**src/chc_pkg.sv**
```systemverilog
// constants, register map and carrier types of the card host status block
// assumes a 32-bit register port with byte addresses and one system clock
`default_nettype none
package chc_pkg;
	// register byte offsets
	localparam logic [7:0] CHC_ADDR_CMD_PARAM  = 8'h28;
	localparam logic [7:0] CHC_ADDR_HOST_COND  = 8'h2C;
	localparam logic [7:0] CHC_ADDR_REPLY_0    = 8'h30;
	localparam logic [7:0] CHC_ADDR_REPLY_1    = 8'h34;
	localparam logic [7:0] CHC_ADDR_REPLY_2    = 8'h38;
	localparam logic [7:0] CHC_ADDR_REPLY_3    = 8'h3C;
	localparam logic [7:0] CHC_ADDR_CMD_EVENT  = 8'h40;
	localparam logic [7:0] CHC_ADDR_XFER_EVENT = 8'h44;
	localparam logic [7:0] CHC_ADDR_CARD_COND  = 8'h48;
	localparam logic [7:0] CHC_ADDR_SUPPRESS_0 = 8'h4C;
	localparam logic [7:0] CHC_ADDR_SUPPRESS_1 = 8'h50;

	// host condition bit positions
	localparam int CHC_HC_HOST_ACTIVE = 0;
	localparam int CHC_HC_CMD_ACTIVE  = 1;
	localparam int CHC_HC_DAT_ACTIVE  = 2;
	localparam int CHC_HC_BUSY_DAT0   = 4;
	localparam int CHC_HC_WRITE_PROT  = 15;

	// command event bit positions
	localparam int CHC_CE_CMD_DONE    = 0;
	localparam int CHC_CE_CMD_TIMEOUT = 1;
	localparam int CHC_CE_RESP_CRC    = 2;
	localparam int CHC_CE_CARD_INT    = 3;

	// transfer event bit positions
	localparam int CHC_XE_BLOCK_DONE   = 0;
	localparam int CHC_XE_DATA_TIMEOUT = 1;
	localparam int CHC_XE_DATA_CRC     = 2;

	// card condition bits that exist; the rest read as zero
	localparam logic [31:0] CHC_CARD_COND_VALID = 32'hFDFF_0008;

	// reply kind codes
	localparam logic [2:0] CHC_REPLY_NONE = 3'h0;
	localparam logic [2:0] CHC_REPLY_R1   = 3'h1;
	localparam logic [2:0] CHC_REPLY_R2   = 3'h2;
	localparam logic [2:0] CHC_REPLY_R1B  = 3'h7;

	// token bit windows
	localparam int CHC_TOKEN_BITS = 136;
	localparam int CHC_SHORT_LO   = 8;
	localparam int CHC_SHORT_HI   = 39;

	// signals from the command and data engines, same clock
	typedef struct packed {
		logic       cmd_line_busy;
		logic       dat_xfer_busy;
		logic       dat_engaged;
		logic       r1b_watch;
		logic       resp_window;
		logic       resp_store;
		logic [2:0] reply_kind;
		logic [3:0] cmd_ev;
		logic [2:0] xfer_ev;
	} chc_eng_s;

	typedef struct packed {
		logic [31:0]                 cmd_param;
		logic [127:0]                reply;
		logic [3:0]                  cmd_event;
		logic [2:0]                  xfer_event;
		logic [31:0]                 card_cond;
		logic [63:0]                 suppress;
		logic [CHC_TOKEN_BITS-1:0]   token;
		logic                        sclk_prev;
		logic [31:0]                 rdata;
		logic                        irq;
	} chc_state_s;

	localparam chc_state_s CHC_STATE_RST = '0;
endpackage
`default_nettype wire

```
**src/chc_status_regs.sv**
```systemverilog
// argument, status, reply and event registers of the card host controller
// assumes engines on sys_clk drive eng; card pins and sclk are asynchronous
//
// Overview of operation
// - a 32-bit read/write register holds the next command argument
// - host_active reads 1 while CMD or DAT lines are in use
// - cmd_line_active reads 1 while the CMD line is transferring
// - dat_line_active reads 1 while a data transfer runs on DAT
// - card_busy_dat0 reads 1 while DAT0 signals busy after an R1b command
// - bit 15 of host condition shows the write-protect switch, 1 protected
// - R2 stores token bits 127..0; other replies store bits 39..8 in word 0
// - reply words hold the last reply until the next one arrives
// - reading an event or card condition register clears it and its interrupt
// - command and transfer event bits are interrupt sources
// - cmd_done sets on completion without reply or reply without CRC error
// - cmd_timeout sets when no reply arrives in time
// - resp_crc_err sets when a reply fails its CRC check
// - card_int_request, bit 3, sets on a class 9 card interrupt request
// - block_finished sets after each good data block
// - data_timeout sets when a data token does not arrive in time
// - data_crc_err sets on a bad read block or card-reported write CRC error
// - after R1 or R1b replies the card status loads the card condition register
// - each card condition bit reads 1 for error, 0 for none
// - a 64-bit mask gates sources; a 1 suppresses the matching bit
// - reply kind code 010 expects a 136-bit token filling all four words
`timescale 1ns/10ps
`default_nettype none
module chc_status_regs #(
	parameter int ADDR_W = 8
) (
	input  wire logic              sys_clk,
	input  wire logic              rstn,
	input  wire logic              ce,
	input  wire logic [ADDR_W-1:0] reg_addr,
	input  wire logic [31:0]       reg_wdata,
	input  wire logic              reg_wr,
	input  wire logic              reg_rd,
	output logic      [31:0]       reg_rdata,
	input  wire logic              card_sclk,
	input  wire logic              card_cmd,
	input  wire logic              card_dat0,
	input  wire logic              card_wp,
	input  wire chc_pkg::chc_eng_s eng,
	output logic                   card_irq
);
	chc_pkg::chc_state_s st;
	chc_pkg::chc_state_s next_st;

	logic [3:0]   pin_sync;
	logic         sclk_s;
	logic         cmd_s;
	logic         dat0_s;
	logic         wp_s;
	logic         sclk_rise;
	logic         host_active;
	logic         card_busy_dat0;
	logic [15:0]  host_cond;
	logic [7:0]   addr8;
	logic         rd_cmd_ev;
	logic         rd_xfer_ev;
	logic         rd_card_cond;
	logic [31:0]  card_load;
	logic         card_load_en;
	logic [127:0] token_lo;
	logic [31:0]  token_short;

	// card side pins pass two flops before any use
	chc_sync #(
		.WIDTH(4)
	) u_pin_sync (
		.sys_clk(sys_clk),
		.rstn   (rstn),
		.ce     (ce),
		.din    ({card_wp, card_dat0, card_cmd, card_sclk}),
		.dout   (pin_sync)
	);

	assign sclk_s = pin_sync[0];
	assign cmd_s  = pin_sync[1];
	assign dat0_s = pin_sync[2];
	assign wp_s   = pin_sync[3];

	assign addr8       = 8'(reg_addr);
	assign sclk_rise   = sclk_s & ~st.sclk_prev;
	assign token_lo    = st.token[127:0];
	assign token_short = st.token[chc_pkg::CHC_SHORT_HI:chc_pkg::CHC_SHORT_LO];

	assign host_active = eng.cmd_line_busy | eng.dat_xfer_busy |
		eng.dat_engaged;
	assign card_busy_dat0 = eng.r1b_watch & ~dat0_s;

	always_comb begin
		host_cond = 16'h0000;
		host_cond[chc_pkg::CHC_HC_HOST_ACTIVE] = host_active;
		host_cond[chc_pkg::CHC_HC_CMD_ACTIVE]  = eng.cmd_line_busy;
		host_cond[chc_pkg::CHC_HC_DAT_ACTIVE]  = eng.dat_xfer_busy;
		host_cond[chc_pkg::CHC_HC_BUSY_DAT0]   = card_busy_dat0;
		host_cond[chc_pkg::CHC_HC_WRITE_PROT]  = wp_s;
	end

	assign rd_cmd_ev    = reg_rd && addr8 == chc_pkg::CHC_ADDR_CMD_EVENT;
	assign rd_xfer_ev   = reg_rd && addr8 == chc_pkg::CHC_ADDR_XFER_EVENT;
	assign rd_card_cond = reg_rd && addr8 == chc_pkg::CHC_ADDR_CARD_COND;

	// card status loads after R1 and R1b replies
	assign card_load_en = eng.resp_store &&
		(eng.reply_kind == chc_pkg::CHC_REPLY_R1 ||
		eng.reply_kind == chc_pkg::CHC_REPLY_R1B);
	// only defined error bits can be 1
	assign card_load = card_load_en ?
		(token_short & chc_pkg::CHC_CARD_COND_VALID) : 32'h0000_0000;

	always_comb begin
		next_st = st;
		next_st.sclk_prev = sclk_s;

		// reply token shifts in MSB first on each card clock rise while resp_window is set
		if (eng.resp_window && sclk_rise) begin
			next_st.token = {st.token[chc_pkg::CHC_TOKEN_BITS-2:0], cmd_s};
		end

		// words change only when a new reply is stored
		if (eng.resp_store && eng.reply_kind != chc_pkg::CHC_REPLY_NONE) begin
			if (eng.reply_kind == chc_pkg::CHC_REPLY_R2) begin
				// long reply fills all four words
				next_st.reply = token_lo;
			end else begin
				// short reply fills word 0 only
				next_st.reply[31:0] = token_short;
			end
		end

		next_st.cmd_event = (rd_cmd_ev ? 4'h0 : st.cmd_event) | eng.cmd_ev;
		next_st.xfer_event = (rd_xfer_ev ? 3'h0 : st.xfer_event) |
			eng.xfer_ev;
		next_st.card_cond = (rd_card_cond ? 32'h0000_0000 : st.card_cond) |
			card_load;

		if (reg_wr) begin
			case (addr8)
				chc_pkg::CHC_ADDR_CMD_PARAM: begin
					next_st.cmd_param = reg_wdata;
				end
				chc_pkg::CHC_ADDR_SUPPRESS_0: begin
					next_st.suppress[31:0] = reg_wdata;
				end
				chc_pkg::CHC_ADDR_SUPPRESS_1: begin
					next_st.suppress[63:32] = reg_wdata;
				end
				default: begin
				end
			endcase
		end

		// read data stands only in the cycle after the strobe
		next_st.rdata = 32'h0000_0000;
		if (reg_rd) begin
			case (addr8)
				chc_pkg::CHC_ADDR_CMD_PARAM: begin
					next_st.rdata = st.cmd_param;
				end
				chc_pkg::CHC_ADDR_HOST_COND: begin
					next_st.rdata = {16'h0000, host_cond};
				end
				chc_pkg::CHC_ADDR_REPLY_0: begin
					next_st.rdata = st.reply[31:0];
				end
				chc_pkg::CHC_ADDR_REPLY_1: begin
					next_st.rdata = st.reply[63:32];
				end
				chc_pkg::CHC_ADDR_REPLY_2: begin
					next_st.rdata = st.reply[95:64];
				end
				chc_pkg::CHC_ADDR_REPLY_3: begin
					next_st.rdata = st.reply[127:96];
				end
				chc_pkg::CHC_ADDR_CMD_EVENT: begin
					next_st.rdata = {28'h0000000, st.cmd_event};
				end
				chc_pkg::CHC_ADDR_XFER_EVENT: begin
					next_st.rdata = {29'h0000000, st.xfer_event};
				end
				chc_pkg::CHC_ADDR_CARD_COND: begin
					next_st.rdata = st.card_cond;
				end
				chc_pkg::CHC_ADDR_SUPPRESS_0: begin
					next_st.rdata = st.suppress[31:0];
				end
				chc_pkg::CHC_ADDR_SUPPRESS_1: begin
					next_st.rdata = st.suppress[63:32];
				end
				default: begin
					next_st.rdata = 32'h0000_0000;
				end
			endcase
		end

		// a mask 1 suppresses its source
		next_st.irq =
			(|({12'h000, next_st.cmd_event} & ~next_st.suppress[15:0])) |
			(|({13'h0000, next_st.xfer_event} & ~next_st.suppress[31:16])) |
			(|(next_st.card_cond & ~next_st.suppress[63:32]));
	end

	always_ff @(posedge sys_clk or negedge rstn) begin
		if (!rstn) begin
			st <= chc_pkg::CHC_STATE_RST;
		end else if (ce) begin
			st <= next_st;
		end
	end

	assign reg_rdata = st.rdata;
	assign card_irq  = st.irq;

	property p_arg_write;
		@(posedge sys_clk) disable iff (!rstn)
		(ce && reg_wr && addr8 == chc_pkg::CHC_ADDR_CMD_PARAM)
		|=> (st.cmd_param == $past(reg_wdata));
	endproperty
	a_arg_write: assert property (p_arg_write)
		else $error("argument register did not take the write");

	property p_host_idle;
		@(posedge sys_clk) disable iff (!rstn)
		(ce && reg_rd && addr8 == chc_pkg::CHC_ADDR_HOST_COND &&
		!eng.cmd_line_busy && !eng.dat_xfer_busy && !eng.dat_engaged)
		|=> !reg_rdata[chc_pkg::CHC_HC_HOST_ACTIVE];
	endproperty
	a_host_idle: assert property (p_host_idle)
		else $error("host_active read 1 while idle");

	property p_cmd_active;
		@(posedge sys_clk) disable iff (!rstn)
		(ce && reg_rd && addr8 == chc_pkg::CHC_ADDR_HOST_COND &&
		eng.cmd_line_busy)
		|=> (reg_rdata[chc_pkg::CHC_HC_CMD_ACTIVE] &&
		reg_rdata[chc_pkg::CHC_HC_HOST_ACTIVE]);
	endproperty
	a_cmd_active: assert property (p_cmd_active)
		else $error("command line activity not shown");

	property p_busy_dat0;
		@(posedge sys_clk) disable iff (!rstn)
		(ce && reg_rd && addr8 == chc_pkg::CHC_ADDR_HOST_COND &&
		eng.r1b_watch && !dat0_s)
		|=> reg_rdata[chc_pkg::CHC_HC_BUSY_DAT0];
	endproperty
	a_busy_dat0: assert property (p_busy_dat0)
		else $error("card busy on DAT0 not shown");

	property p_long_reply;
		@(posedge sys_clk) disable iff (!rstn)
		(ce && eng.resp_store && eng.reply_kind == chc_pkg::CHC_REPLY_R2)
		|=> (st.reply == $past(token_lo));
	endproperty
	a_long_reply: assert property (p_long_reply)
		else $error("long reply not stored in four words");

	property p_read_clear;
		@(posedge sys_clk) disable iff (!rstn)
		(ce && rd_cmd_ev && eng.cmd_ev == 4'h0)
		|=> (st.cmd_event == 4'h0);
	endproperty
	a_read_clear: assert property (p_read_clear)
		else $error("command event register not cleared by read");

	property p_done_sticky;
		@(posedge sys_clk) disable iff (!rstn)
		(ce && eng.cmd_ev[chc_pkg::CHC_CE_CMD_DONE])
		|=> st.cmd_event[chc_pkg::CHC_CE_CMD_DONE];
	endproperty
	a_done_sticky: assert property (p_done_sticky)
		else $error("cmd_done event lost");

	property p_card_load;
		@(posedge sys_clk) disable iff (!rstn)
		(ce && card_load_en)
		|=> (((st.card_cond & $past(card_load)) == $past(card_load)) &&
		((st.card_cond & ~chc_pkg::CHC_CARD_COND_VALID) == 32'h0000_0000));
	endproperty
	a_card_load: assert property (p_card_load)
		else $error("card status not loaded after R1 reply");

	property p_irq_hold;
		@(posedge sys_clk) disable iff (!rstn)
		(ce && st.cmd_event[chc_pkg::CHC_CE_CMD_DONE] &&
		!st.suppress[chc_pkg::CHC_CE_CMD_DONE] && !rd_cmd_ev && !reg_wr)
		|=> card_irq;
	endproperty
	a_irq_hold: assert property (p_irq_hold)
		else $error("interrupt dropped while unmasked event set");

	property p_dat_active;
		@(posedge sys_clk) disable iff (!rstn)
		(ce && reg_rd && addr8 == chc_pkg::CHC_ADDR_HOST_COND &&
		eng.dat_xfer_busy)
		|=> (reg_rdata[chc_pkg::CHC_HC_DAT_ACTIVE] &&
		reg_rdata[chc_pkg::CHC_HC_HOST_ACTIVE]);
	endproperty
	a_dat_active: assert property (p_dat_active)
		else $error("data line activity not shown");

	property p_wp_show;
		@(posedge sys_clk) disable iff (!rstn)
		(ce && reg_rd && addr8 == chc_pkg::CHC_ADDR_HOST_COND)
		|=> (reg_rdata[chc_pkg::CHC_HC_WRITE_PROT] == $past(wp_s));
	endproperty
	a_wp_show: assert property (p_wp_show)
		else $error("write-protect level not shown");

	property p_reply_keep;
		@(posedge sys_clk) disable iff (!rstn)
		!(eng.resp_store && eng.reply_kind != chc_pkg::CHC_REPLY_NONE)
		|=> $stable(st.reply);
	endproperty
	a_reply_keep: assert property (p_reply_keep)
		else $error("reply words changed without a new reply");

	property p_block_sticky;
		@(posedge sys_clk) disable iff (!rstn)
		(ce && eng.xfer_ev[chc_pkg::CHC_XE_BLOCK_DONE])
		|=> st.xfer_event[chc_pkg::CHC_XE_BLOCK_DONE];
	endproperty
	a_block_sticky: assert property (p_block_sticky)
		else $error("block_finished event lost");
endmodule
`default_nettype wire

```
**src/chc_sync.sv**
```systemverilog
// two-stage synchroniser for a group of asynchronous inputs
// assumes the inputs come from pins or another clock domain
`timescale 1ns/10ps
`default_nettype none
module chc_sync #(
	parameter int WIDTH = 1
) (
	input  wire logic             sys_clk,
	input  wire logic             rstn,
	input  wire logic             ce,
	input  wire logic [WIDTH-1:0] din,
	output logic      [WIDTH-1:0] dout
);
	typedef struct packed {
		logic [WIDTH-1:0] first;
		logic [WIDTH-1:0] second;
	} chc_sync_s;

	chc_sync_s st;
	chc_sync_s next_st;

	always_comb begin
		next_st        = st;
		next_st.first  = din;
		next_st.second = st.first;
	end

	always_ff @(posedge sys_clk or negedge rstn) begin
		if (!rstn) begin
			st <= '0;
		end else if (ce) begin
			st <= next_st;
		end
	end

	assign dout = st.second;
endmodule
`default_nettype wire
```
**config.mk**
```make
export PLATFORM = sky130hd
export DESIGN_NAME = chc_status_regs
export DESIGN_NICKNAME = d
export VERILOG_FILES = /design/src/chc_pkg.sv /design/src/chc_status_regs.sv /design/src/chc_sync.sv
export SDC_FILE = /design/constraint.sdc
export NUM_CORES = 1
export LEC_CHECK = 0
export ABC_CLOCK_PERIOD_IN_PS = 2300
export BUFFER_PORTS_ARGS = -buffer_cell sky130_fd_sc_hd__buf_4
export CAP_MARGIN = 20
export CELL_PAD_IN_SITES_DETAIL_PLACEMENT = 2
export CELL_PAD_IN_SITES_GLOBAL_PLACEMENT = 2
export CORE_MARGIN = 8
export CORE_UTILIZATION = 40
export CTS_BUF_LIST = sky130_fd_sc_hd__clkbuf_8 sky130_fd_sc_hd__clkbuf_16
export DETAILED_ROUTE_END_ITERATION = 6
export PLACE_DENSITY = 0.76
export SETUP_SLACK_MARGIN = 0.3
export SYNTH_ARGS = -nofsm -noshare
export SYNTH_HDL_FRONTEND = slang
export SYNTH_HIERARCHICAL = 1
export SYNTH_SLANG_ARGS = --single-unit
export TNS_END_PERCENT = 1
```
**constraint.sdc**
```tcl
create_clock -name sys_clk -period 2.3 [get_ports sys_clk]
set_input_delay 0.345 -clock sys_clk [delete_from_list [all_inputs] [get_ports sys_clk]]
set_output_delay 0.345 -clock sys_clk [all_outputs]
set_load 0.03 [all_outputs]
```
-- Yosys cells after proc, flatten, opt, wreduce, memory -nomap -nowiden
Cells that the tools add are included.
- equal/unequal tests: 14
- mux-type cells: 10
- bitwise gates (word level): 17
- reduce and logical (&&, ||, !) cells: 15
- operators with widths (kind ; number):
    $pmux 32 s11 ; 1
    $mux 32 ; 6
    $mux 64 ; 1
    $eq 8x6->1 const B ; 6
    $eq 8x7->1 const B ; 5
    $and 32x32->32 ; 1
    $not 16->16 ; 2
    $not 32->32 ; 1
    $or 32x32->32 ; 1
    $reduce_or 16->1 ; 2
    $reduce_or 32->1 ; 1
    $and 3x16->16 ; 1
    $and 4x16->16 ; 1
    $logic_and 1x1->1 ; 6
    $reduce_and 3->1 ; 2
    $mux 4 ; 1
    $or 1x1->1 ; 4
    $or 4x4->4 ; 1
    $reduce_and 2->1 ; 2
    $eq 3x1->1 const B ; 1
    $eq 3x2->1 const B ; 1
    $eq 3x3->1 const B ; 1
    $mux 3 ; 1
    $or 3x3->3 ; 1
    other kinds (4) ; 6
- bits in registers: 433
- output and inout bits: 33

-- Logic depth before layout (Yosys ltp)
- depth after elaboration: 8
- mapped depth: 11
- depth with buffers taken out: 7

-- By module
Netlist, hierarchy kept.
- modules (own cells, without submodules) (module ; instances ; cells an instance ; area an instance (um^2) ; sequential area each (um^2)):
    chc_status_regs ; 1 ; 1405 ; 18619.1 ; 10635.2
    chc_sync ; 1 ; 17 ; 331.6 ; 200.2

-- Least setup slack after synthesis
No wires, ideal clock.
- kind: input port to flip-flop
- from: input reg_addr[4]
- to: register st (netlist bit card_irq)
- arrival: 2015 ps
- required time: 2173 ps
- slack: 158 ps
- stages on the path: 9
- path through: buf_6 nor4b_4 nand3_2 buf_2 a22o_1 a32o_1 a311oi_1 and4_1 a31oi_1
- cells in the longest elaborated chain, start to end: 8
- ends and longest elaborated chain (what ; RTL line ; source):
    start, declared ; chc_status_regs.sv:34 ; input wire logic [ADDR_W-1:0] reg_addr,
    $eq 8x7->1, on equally long branches ; chc_status_regs.sv:101, chc_status_regs.sv:102, chc_status_regs.sv:140 ;
    $logic_and 1x1->1 (tied with other cells) ; chc_status_regs.sv:101 ; assign rd_cmd_ev = reg_rd && addr8 == chc_pkg::CHC_ADDR_CMD_EVENT;
    $mux 4 (tied with other cells) ; chc_status_regs.sv:133 ; next_st.cmd_event = (rd_cmd_ev ? 4'h0 : st.cmd_event) | eng.cmd_ev;
    $or 4x4->4 (tied with other cells) ; chc_status_regs.sv:133 ;
    $and 4x16->16 / $and 3x16->16 (equally long branches) ; chc_status_regs.sv:200, chc_status_regs.sv:201 ;
    $reduce_or 16->1, on equally long branches ; chc_status_regs.sv:200, chc_status_regs.sv:201 ;
    $or 1x1->1 ; chc_status_regs.sv:200 ; (|({12'h000, next_st.cmd_event} & ~next_st.suppress[15:0])) |
    $or 1x1->1 * ; chc_status_regs.sv:201 ; (|({13'h0000, next_st.xfer_event} & ~next_st.suppress[31:16])) |
    end signal, assigned ; chc_status_regs.sv:207 ; st <= chc_pkg::CHC_STATE_RST;
    end signal, assigned ; chc_status_regs.sv:209 ; st <= next_st;
    end, declared ; chc_status_regs.sv:46 ; chc_pkg::chc_state_s st;
Mark *: on every way between the ends. The rest lies on a longest branch, timed or not.
A chain may end at the register's enable or synchronous reset.

-- Worst setup path in the final report
- from: input reg_addr[2]
- to: register st (netlist bit card_irq)
Same word-level chain as after synthesis.

==> impl_metrics.toml <==
[run_status]
status = "completed"

[yosys]
avgSynthCellArea_sq_um = 13.33
syn_area_sq_um = 18950
synth-seq-cells = 433
yosysSeqAreaShare_pct = 57.18
ys_types = 51
ys.flop_type = "dfrtp_1"
synth_async_sr_flop_share_pct = 100.0
syn_nets = 1487
synth-edff-count = 0
yosys_warnings = 6
synth_cells = 1422

[routing]
viasPerCell = 6.194
route.antenna.remaining_nets = 0
vias = 13550
post-route-drc-count = 0
wl_per_cell_um = 32.34
drt_pass1_iterations = 7
drt_wl_total_um = 70750
drt_iter0_drc = 1312

[sta]
finalCriticalPeriod_ps = 2018
setup_viol = 0
fmax_mhz = 495.5
hold_viol = 0
slew_viol_final = 0
finalHoldWorstSlack_ps = 31.23
slew-limit-headroom_pct = 67.37
fin_crit_sh_pct = 87.74
worstMarginPinSlew_ps = 489.4
grt_setup_unrepaired = "true"
finalClockSkew_ps = 35.59

[clock_tree]
cts_tree = "built"
numCtsBuffers = 47
clkTransAtPathRegs_ps = 60
cts_sinks = 433
cts_max_level = 2
cts-root-buf = "clkbuf_16"
insertion_delay_ps = 590
cts_max_path_buffers = 3

[pwr]
p_seq_share_pct = 45.9
p_leak_nw = 10.67
clockPowerShare_pct = 49.2
power_w = 0.01711
combPwrFrac_pct = 4.9
internal-power_w = 0.01314
power.density_nw_per_um2 = 752.3
p_sw_w = 0.003968
p_sw_share_pct = 23.19
max-vdd-ir-drop_mv = 0.4929

[grt]
grtUsageTotal_pct = 25.99
antenna_found_initial = 1
grt_pass1_wl_um = 105600
grt_max_degree = 82
grt_pass1_vias = 15420
grt.overflow.total = 0

[critical_path]
slowest_stage = "nor4b_4"
crit_path_max_incr_delay_ps = 430
crit_fanout = 13
cp_num_buf_inv = 2
cp-start-kind = "primary input"
path_class = "in2reg"
crit_required_ps = 2760
crit_top_cell = "buf_4"
crit_arrival_ps = 2480
crit_family = "simple AND/OR/NAND/NOR gates"
critPathCaptureType = "register"
worstPathCellList = "buf_4 > nor4b_4 > nand3_2 > buf_4 > a22oi_1 > o221ai_1 > nor4_1 > and4_1 > a31oi_1"
reg2reg_slack_ps = 580

[run]
max_cap_viol_count = 0

[finish]
final-seq-area_sq_um = 10840
drive_gt1_share_pct = 38.27
nNetsFinal = 1609
nFillCells = 4379
area_growth_syn_to_layout_pct = 20.01
diodes = 0
multi_input_area_sq_um = 7353

[min_path]
hold_path_class = "in2reg"

[floorplan]
rows = 79
die_w_um = 233.7
start_util_pct = 40.62
core_sq_um = 46650
die_y_um = 233.7
die_area_sq_um = 54600
io_pins = 98

[placement]
gp_congestion = 0.8949
dp_hpwl_um = 45070
io_buffers = 97
==> through the flow <==
stage	util, %	std cells	worst slack (ps)	cell area [sq um]	TNS (ps)
global placement	44.79	2090	-155.7	20900	-2544
detailed placement	44.79	2090	-257.0	20900	-7837
finish	48.75	2188	282.0	22740	0
CTS	48.71	2188	330.1	22720	0
global route	48.75	2188	294.4	22740	0
floorplan	-	1422	157.8	18950	0
==> synthesized netlist by cell type (2+ instances only) <==
cell type | n | share of area, %
and2_1 | 19 | 0.63
inv_1 | 34 | 0.67
nor2b_1 | 2 | 0.066
a32o_1 | 4 | 0.21
nand2_1 | 69 | 1.4
mux2_1 | 32 | 1.9
nor4b_4 | 2 | 0.25
a221oi_1 | 16 | 0.74
buf_2 | 19 | 0.50
mux2_2 | 306 | 18
mux2_4 | 8 | 0.63
buf_1 | 9 | 0.18
nand3_1 | 16 | 0.42
and3_1 | 21 | 0.69
clkbuf_1 | 59 | 1.2
and4_1 | 18 | 0.83
buf_6 | 3 | 0.18
dfrtp_1 | 433 | 57
o22ai_1 | 39 | 1.3
mux2i_1 | 42 | 2.2
and2_0 | 2 | 0.066
a22oi_1 | 91 | 3.6
a32oi_1 | 3 | 0.14
buf_4 | 39 | 1.5
nand4_1 | 5 | 0.17
o21ai_0 | 33 | 0.87
nor4_4 | 2 | 0.22
a22o_1 | 43 | 2.0
a21oi_1 | 10 | 0.26
nor4_1 | 4 | 0.13
nor2_1 | 8 | 0.16
a222oi_1 | 12 | 0.63
==> cell type report <==
type	instances	share of cell area [%]
flip-flops and latches	433	47.64
multi-input cells	823	32.33
repair buffers	204	8.604
clock buffers	59	5.947
well taps	607	3.339
clock inverters	27	1.557
inverters	35	0.5777
==> sequential cells by signal, indices dropped and copies added, names as in the netlist, named ones only <==
name and cells:
card_irq 1, u_pin_sync/dout 4, st 367, u_pin_sync/next_st 4, reg_rdata 32
==> worst paths after layout <==
path	start	end	cells after the start
setup / recovery	reg_addr[2]	card_irq	9
max in group asynchronous	rstn	st[251]	3
setup reg to reg	st[66]	card_irq	5
min in group asynchronous	rstn	st[150]	2
hold / removal	eng[5]	st[271]	2
hold reg to reg	st[430]	st[430]	1
==> timing repair <==
| item | 4_1_cts | 5_1_grt |
|---|---|---|
| endpoints found under the setup margin | 0 | 2 |
| hold buffers | 12 | 0 |
| buffers inserted | 0 | 0 |
| endpoints found under the hold margin | 110 | 0 |
| gates resized for setup | 0 | 3 |
==> layout by cell type, fill, tap and decap left out, types with 15 or more instances in the layout <==
| cell type | count |
|---|---|
| clkbuf_16 | 48 |
| and2_1 | 20 |
| o22ai_1 | 39 |
| mux2i_1 | 42 |
| mux2_2 | 306 |
| nand2_1 | 69 |
| dfrtp_1 | 433 |
| a221oi_1 | 15 |
| a22oi_1 | 91 |
| a22o_1 | 43 |
| buf_4 | 160 |
| nand3_1 | 16 |
| and3_1 | 17 |
| and4_1 | 18 |
| o21ai_0 | 33 |
| buf_12 | 31 |
| inv_1 | 40 |
| mux2_1 | 32 |
==> metal layers <==
metal | track usage (%) | up-vias | wire (um) | part of all wire, %
met4 | 9.577 | 0 | 2344 | 3.3
li1 | - | 5479 | - | -
met3 | 4.367 | 157 | 4307 | 6.1
met1 | 34.00 | 7356 | 29780 | 42
met2 | 43.10 | 560 | 34320 | 49
met5 | 0 | - | 0 | 0
==> worst register-to-register path, cell delays in order (launching register included) <==
cell     delay, ps
dfrtp_1        560
a22oi_1        270
o22ai_1        120
nor4_1         360
and4_1         230
a31oi_1         70
==> cells by family after synthesis <==
kind of cell / count (synthesis) / share of synthesized area [%]
and+or+nand+nor: 176 / 5.447
xor gates and xnor gates: 1 / 0.04623
AOI/OAI and AO/OA: 258 / 10.02
buffers and inverters: 166 / 4.371
DFF: 433 / 57.18
muxes: 388 / 22.94
==> power groups by stage <==
stage	Combinational (W)	Sequential, W	Clock [W]
2_1_floorplan	0.000322	0.00793	0
3_3_place_gp	0.000787	0.00797	0
3_5_place_dp	0.000814	0.00798	0
4_1_cts	0.000853	0.00785	0.00855
5_1_grt	0.000897	0.00786	0.00880
6_report	0.000843	0.00786	0.00841
(Power assumes the default switching activity.)
